===== config.mk =====
export PLATFORM = sky130hd
export DESIGN_NAME = opqs_status
export DESIGN_NICKNAME = d
export VERILOG_FILES = /design/src/core/opqs_pkg.sv /design/src/core/opqs_status.sv
export SDC_FILE = /design/constraint.sdc
export NUM_CORES = 1
export LEC_CHECK = 0
export BUFFER_PORTS_ARGS = -buffer_cell sky130_fd_sc_hd__buf_2
export CORE_MARGIN = 2
export CORE_UTILIZATION = 54
export DETAILED_ROUTE_END_ITERATION = 6
export PLACE_DENSITY = 0.74
export SLEW_MARGIN = 20
export SYNTH_ARGS = -nofsm -noshare
export SYNTH_HDL_FRONTEND = slang
export SYNTH_SLANG_ARGS = --single-unit

===== constraint.sdc =====
create_clock -name sys_clk_in -period 1.5 [get_ports sys_clk_in]
set_clock_uncertainty 0.15 [all_clocks]
set_input_delay 0.15 -clock sys_clk_in [delete_from_list [all_inputs] [get_ports sys_clk_in]]
set_output_delay 0.15 -clock sys_clk_in [all_outputs]
set_load 0.01 [all_outputs]

===== src/core/opqs_pkg.sv =====
// Overview of operation
// - Operation bit 0 high during I/Q calibration
// - Bits 3,4,5: sweep, error test, trigger wait
// - Bits 9-12: zero cal, playback, presweep, sync
// - Unused operation bits read zero in condition and event registers
// - Condition registers track inputs, ignore writes
// - Query returns binary-weighted bit sum
// - Falling filter picks 1-0, rising picks 0-1
// - Selected transition latches sticky event bit
// - Event read returns value and clears it
// - Operation summary drives status byte bit 7
// - Enable read returns last written mask
// - Questionable group complete, summary bit 3
// - Questionable bit 3 follows power summary
// - Questionable bit 4 high while oven cold
// - Questionable bit 5 follows frequency summary
// - Questionable bit 7 follows modulation summary
// - Questionable bit 8 follows calibration summary
// - Self-test fail bit cleared only by reset
// - Questionable bit 12 follows error-test summary
// - Unused questionable bits read zero in condition and event registers
// - Events held until read or clear-status
// - Summary is OR of event AND enable
package opqs_pkg;
   localparam int unsigned REG_W = 16;
   localparam logic [3:0] SEL_OPER_COND = 4'h0;
   localparam logic [3:0] SEL_OPER_FALL = 4'h1;
   localparam logic [3:0] SEL_OPER_RISE = 4'h2;
   localparam logic [3:0] SEL_OPER_EVENT = 4'h3;
   localparam logic [3:0] SEL_OPER_ENABLE = 4'h4;
   localparam logic [3:0] SEL_QUES_COND = 4'h8;
   localparam logic [3:0] SEL_QUES_FALL = 4'h9;
   localparam logic [3:0] SEL_QUES_RISE = 4'ha;
   localparam logic [3:0] SEL_QUES_EVENT = 4'hb;
   localparam logic [3:0] SEL_QUES_ENABLE = 4'hc;
   localparam logic [15:0] FALL_RESET = 16'h0000;
   localparam logic [15:0] RISE_RESET = 16'hffff;
   localparam logic [15:0] ENABLE_RESET = 16'h0000;
   localparam logic [15:0] OPER_USED = 16'h1e39;
   localparam logic [15:0] QUES_USED = 16'h13b8;
endpackage


===== src/core/opqs_status.sv =====
`timescale 1ns/100ps
`default_nettype none
module opqs_status (
   input  wire logic                        sys_clk_in,
   input  wire logic                        arst_n_in,
   input  wire logic                        iq_cal_busy_in,
   input  wire logic                        sweep_busy_in,
   input  wire logic                        bit_error_test_busy_in,
   input  wire logic                        trigger_wait_in,
   input  wire logic                        dc_fm_phase_zero_cal_in,
   input  wire logic                        waveform_playback_in,
   input  wire logic                        presweep_calc_in,
   input  wire logic                        channel_sync_in,
   input  wire logic                        power_summary_in,
   input  wire logic                        oven_cold_in,
   input  wire logic                        frequency_summary_in,
   input  wire logic                        modulation_summary_in,
   input  wire logic                        calibration_summary_in,
   input  wire logic                        self_test_fail_in,
   input  wire logic                        bit_error_test_group_in,
   input  wire logic                        reg_wr_in,
   input  wire logic                        reg_rd_in,
   input  wire logic [3:0]                  reg_sel_in,
   input  wire logic [opqs_pkg::REG_W-1:0]  reg_wdata_in,
   input  wire logic                        clear_status_in,
   output logic      [opqs_pkg::REG_W-1:0]  reg_rdata_out,
   output logic                             reg_rvalid_out,
   output logic                             oper_summary_out,
   output logic                             ques_summary_out
);
   import opqs_pkg::*;

   logic [REG_W-1:0] oper_cond;
   logic [REG_W-1:0] oper_prev;
   logic [REG_W-1:0] oper_fall;
   logic [REG_W-1:0] oper_rise;
   logic [REG_W-1:0] oper_event;
   logic [REG_W-1:0] oper_enable;
   logic [REG_W-1:0] ques_cond;
   logic [REG_W-1:0] ques_prev;
   logic [REG_W-1:0] ques_fall;
   logic [REG_W-1:0] ques_rise;
   logic [REG_W-1:0] ques_event;
   logic [REG_W-1:0] ques_enable;
   logic             self_test_latch;
   logic [REG_W-1:0] oper_raw;
   logic [REG_W-1:0] ques_raw;
   logic [REG_W-1:0] next_oper_event;
   logic [REG_W-1:0] next_ques_event;
   logic [REG_W-1:0] next_rdata;

   function automatic logic [REG_W-1:0] edges(input logic [REG_W-1:0] cur,
                                             input logic [REG_W-1:0] prev,
                                             input logic [REG_W-1:0] rise,
                                             input logic [REG_W-1:0] fall);
      edges = (cur & ~prev & rise) | (~cur & prev & fall);
   endfunction

   function automatic logic [REG_W-1:0] next_event(input logic [REG_W-1:0] ev,
                                                  input logic [REG_W-1:0] hits,
                                                  input logic             clr);
      next_event = (clr ? '0 : ev) | hits;
   endfunction

   always_comb begin
      oper_raw     = '0;
      oper_raw[0]  = iq_cal_busy_in;
      oper_raw[3]  = sweep_busy_in;
      oper_raw[4]  = bit_error_test_busy_in;
      oper_raw[5]  = trigger_wait_in;
      oper_raw[9]  = dc_fm_phase_zero_cal_in;
      oper_raw[10] = waveform_playback_in;
      oper_raw[11] = presweep_calc_in;
      oper_raw[12] = channel_sync_in;
      ques_raw     = '0;
      ques_raw[3]  = power_summary_in;
      ques_raw[4]  = oven_cold_in;
      ques_raw[5]  = frequency_summary_in;
      ques_raw[7]  = modulation_summary_in;
      ques_raw[8]  = calibration_summary_in;
      ques_raw[9]  = self_test_latch;
      ques_raw[12] = bit_error_test_group_in;
   end

   // Power-up self-test failure sticks until reset; clear-status leaves it
   always_ff @(posedge sys_clk_in or negedge arst_n_in) begin
      if (!arst_n_in) begin
         self_test_latch <= 1'b0;
      end else if (self_test_fail_in) begin
         self_test_latch <= 1'b1;
      end
   end

   // Condition registers sample live status; host writes never reach them
   always_ff @(posedge sys_clk_in or negedge arst_n_in) begin
      if (!arst_n_in) begin
         oper_cond <= '0;
         ques_cond <= '0;
         oper_prev <= '0;
         ques_prev <= '0;
      end else begin
         oper_cond <= oper_raw & OPER_USED;
         ques_cond <= ques_raw & QUES_USED;
         oper_prev <= oper_cond;
         ques_prev <= ques_cond;
      end
   end

   always_ff @(posedge sys_clk_in or negedge arst_n_in) begin
      if (!arst_n_in) begin
         oper_fall   <= FALL_RESET;
         oper_rise   <= RISE_RESET;
         oper_enable <= ENABLE_RESET;
         ques_fall   <= FALL_RESET;
         ques_rise   <= RISE_RESET;
         ques_enable <= ENABLE_RESET;
      end else if (reg_wr_in) begin
         case (reg_sel_in)
            SEL_OPER_FALL: begin
               oper_fall <= reg_wdata_in;
            end
            SEL_OPER_RISE: begin
               oper_rise <= reg_wdata_in;
            end
            SEL_OPER_ENABLE: begin
               oper_enable <= reg_wdata_in;
            end
            SEL_QUES_FALL: begin
               ques_fall <= reg_wdata_in;
            end
            SEL_QUES_RISE: begin
               ques_rise <= reg_wdata_in;
            end
            SEL_QUES_ENABLE: begin
               ques_enable <= reg_wdata_in;
            end
            default: begin
            end
         endcase
      end
   end

   always_comb begin
      next_oper_event = next_event(oper_event,
                                   edges(oper_cond, oper_prev, oper_rise, oper_fall),
                                   clear_status_in ||
                                   (reg_rd_in && reg_sel_in == SEL_OPER_EVENT));
      next_ques_event = next_event(ques_event,
                                   edges(ques_cond, ques_prev, ques_rise, ques_fall),
                                   clear_status_in ||
                                   (reg_rd_in && reg_sel_in == SEL_QUES_EVENT));
   end

   always_ff @(posedge sys_clk_in or negedge arst_n_in) begin
      if (!arst_n_in) begin
         oper_event <= '0;
         ques_event <= '0;
      end else begin
         oper_event <= next_oper_event;
         ques_event <= next_ques_event;
      end
   end

   // Read data is the plain bit pattern, i.e. the binary-weighted sum
   always_comb begin
      case (reg_sel_in)
         SEL_OPER_COND:   next_rdata = oper_cond;
         SEL_OPER_FALL:   next_rdata = oper_fall;
         SEL_OPER_RISE:   next_rdata = oper_rise;
         SEL_OPER_EVENT:  next_rdata = oper_event;
         SEL_OPER_ENABLE: next_rdata = oper_enable;
         SEL_QUES_COND:   next_rdata = ques_cond;
         SEL_QUES_FALL:   next_rdata = ques_fall;
         SEL_QUES_RISE:   next_rdata = ques_rise;
         SEL_QUES_EVENT:  next_rdata = ques_event;
         SEL_QUES_ENABLE: next_rdata = ques_enable;
         default:         next_rdata = '0;
      endcase
   end

   always_ff @(posedge sys_clk_in or negedge arst_n_in) begin
      if (!arst_n_in) begin
         reg_rdata_out  <= '0;
         reg_rvalid_out <= 1'b0;
      end else begin
         reg_rvalid_out <= reg_rd_in;
         if (reg_rd_in) begin
            reg_rdata_out <= next_rdata;
         end
      end
   end

   always_ff @(posedge sys_clk_in or negedge arst_n_in) begin
      if (!arst_n_in) begin
         oper_summary_out <= 1'b0;
         ques_summary_out <= 1'b0;
      end else begin
         oper_summary_out <= |(next_oper_event & oper_enable);
         ques_summary_out <= |(next_ques_event & ques_enable);
      end
   end
endmodule
`default_nettype wire


==> results.toml <==
[logic_synthesis]
synthTopCellsByArea = "dfrtp_1 46%, mux2_2 12%, dfstp_2 11%"
synth_top_area_cell = "dfrtp_1"
syn_inst = 608
synth_top_cell_area_share = 0.4638
ys.flop_type = "dfrtp_1"
synth_edf_count = 0
syn-cell-area_mm2 = 0.007878
post_synth_num_cell_types = 60
seq_area_frac_synth = 0.5705
async_reset_ff_frac = 1.000
ys_ff_latch = 178
avgSynthCellArea_um2 = 12.96
syn_nets = 648
yosys_warnings = 0

[die]
rows = 44
core_mm2 = 0.01437
ios = 59
die_y_um = 124.8
die_area_mm2 = 0.01557
die-width_um = 124.8
start_util = 0.5482

[sta]
max_freq_ghz = 0.6036
worstMarginPinSlew_ns = 0.5904
final.min_clock_period_ns = 1.657
hold_ws_ns = 0.04402
grt_setup_unrepaired = "true"
hold_viol_final = 0
fin_ws_ns = -0.1566
period_share = 1.104
tns_ns = -0.5416
timing.slew.headroom = 0.6060
setup_viol_count_final = 8
maxSlewViolCount = 0

[drt]
drt_pre_antenna_iters = 5
drtIter0Drc = 772
wirelength_um = 24560
route.vias.total = 6368
avgViaCountPerCell = 6.059
wl_per_cell_um = 23.37
remaining_drc_errors = 0
detail-route-antenna-nets = 0

[placed_design]
dp_slack_ns = -0.4300
dpl.hpwl_um = 17450
io_buffers = 58
place_area_mm2 = 0.009603
gp_congestion = 0.9447
dpl.cell_count = 986

[worst_setup_path]
cp.arrival_ns = 1.83
path_max_fanout = 2
cp.required_ns = 1.67
endpoint = "oper_summary_out"
critical_path_class = "reg -> reg"
critPathLaunch = "oper_event[4]"
worstReg2RegEnd = "oper_summary_out"
reg2reg_from = "oper_event[4]"
r2r_cells = 5
end_kind = "flop"
reg2reg_slack_ns = -0.16
cp-start-kind = "flop"

[clock_network]
cts_tree = "built"
clock_path_buffers = 2
cts_buffers = 17
cts.clk_slew.worst_paths_ns = 0.07
clock_sinks = 178
cts.htree.levels = 4
clock_latency_ns = 0.44
clockRootBuffer = "clkbuf_16"

[cells_and_area]
layout.cells.non_filler = 1051
nets = 895
drive_gt1_frac = 0.4717
layout_commonest_cell = "buf_4"
syn2layout_area_growth_pct = 34.93
antenna_cells = 0
fin_util = 0.7397
fillers = 987
final_cell_mix = "149 x buf_4, 146 x dfrtp_1, 85 x mux2_2"
design_area_mm2 = 0.01063

[status]
violations = "setup timing"
status = "finished with violations"

[flow_run]
maxCapViolations = 0

[power_and_ir_drop]
finalPower_mw = 13.45
power_leakage_nw = 4.921
irDropWorstVdd_uv = 1454
p_per_area_mw_per_mm2 = 1265

[global_route]
grt_remaining_overflow = 0
grt_use_total = 0.3239
grt_pass1_vias = 6633
antenna_found_initial = 0
grt_max_degree = 49
grt_pass1_wl_um = 37900

[worst_hold_path]
hp-class = "in -> async"
-- how the worst min path moves through the flow --
stage	startpoint	endpoint	slack, ns	cells past startpoint
6_report	arst_n_in	oper_prev[0]	0.04	2
3_3_place_gp	arst_n_in	oper_fall[4]	-0.07	1
2_1_floorplan	arst_n_in	oper_cond[0]	-0.30	0
5_1_grt	arst_n_in	oper_prev[0]	0.07	2
3_5_place_dp	arst_n_in	oper_cond[4]	-0.06	1
4_1_cts	arst_n_in	oper_cond[0]	0.06	2
-- power breakdown --
part           internal [mW]  switching (mW)
Sequential              5.75           0.597
Clock                   2.44            1.90
Combinational           1.53            1.23
-- timing repair --
item / CTS / global route
hold endpoints to repair: 267 / 0
resized for setup: 17 / 23
pin swaps: 15 / 10
buffers inserted: 1 / 2
hold buffers: 33 / 0
endpoints found under the setup margin: 9 / 13
-- area by class of cell --
type                    instances  area (um2)  area share
flip-flops and latches        178        4494      0.4228
multi-input cells             392        3273      0.3079
repair buffers                258        2036      0.1915
clock buffers                  17       425.4     0.04002
well taps                     184       230.2     0.02166
clock inverters                14       140.1     0.01318
inverters                       8       30.03    0.002825
-- worst max-delay path, stage by stage, from the launching register on --
cell,delay (ns)
dfrtp_1,0.41
a22oi_2,0.28
nand2_1,0.11
o31ai_2,0.22
nand3_1,0.10
a221o_1,0.27
-- flip-flops by register name, summed over array words and instances (netlist names) --
register / flops
oper_enable: 16
ques_rise: 16
oper_prev: 8
oper_cond: 8
reg_rvalid_out: 1
oper_rise: 16
oper_event: 16
reg_rdata_out: 16
ques_cond: 7
ques_summary_out: 1
ques_event: 16
ques_prev: 7
oper_fall: 16
self_test_latch: 1
ques_fall: 16
ques_enable: 16
oper_summary_out: 1
-- logic make-up (layout without fill, tap and decap cells) --
group,count (synthesis),count (layout),share of synthesized area
AOI/OAI and AO/OA,142,142,0.1350
buffers and inverters,38,297,0.02732
DFF,178,178,0.5705
muxes,128,128,0.1785
and+or+nand+nor,122,122,0.08863
-- routing by layer --
| metal | up-vias | track usage | routed length (um) |
|---|---|---|---|
| met4 | 0 | 0.1395 | 912 |
| met1 | 3197 | 0.4260 | 10090 |
| li1 | 2785 | - | - |
| met2 | 319 | 0.5153 | 11670 |
| met3 | 67 | 0.07904 | 1889 |
| met5 | - | 0 | 0 |
-- synthesized netlist by cell type, types with 4 or more instances --
| library cell | n |
|---|---|
| dfrtp_1 | 146 |
| mux2_2 | 86 |
| a22oi_1 | 33 |
| dfstp_2 | 32 |
| mux2i_1 | 28 |
| nand2_1 | 27 |
| o21ai_0 | 24 |
| and2_1 | 19 |
| nand3b_1 | 15 |
| mux2_1 | 14 |
| nor2_1 | 13 |
| buf_2 | 12 |
| a21o_1 | 11 |
| o2bb2ai_1 | 9 |
| nand3_1 | 8 |
| buf_4 | 7 |
| inv_1 | 7 |
| nor2b_1 | 7 |
| nor3_1 | 7 |
| a21oi_1 | 6 |
| a221o_1 | 6 |
| a32oi_1 | 6 |
| o22ai_1 | 6 |
| a221oi_1 | 5 |
| a22o_1 | 5 |
| clkbuf_1 | 5 |
| o211ai_1 | 5 |
| buf_6 | 4 |
| nand2_2 | 4 |
| nand2b_1 | 4 |
| o32ai_1 | 4 |
No activity file was read; power rests on OpenSTA's default activity.
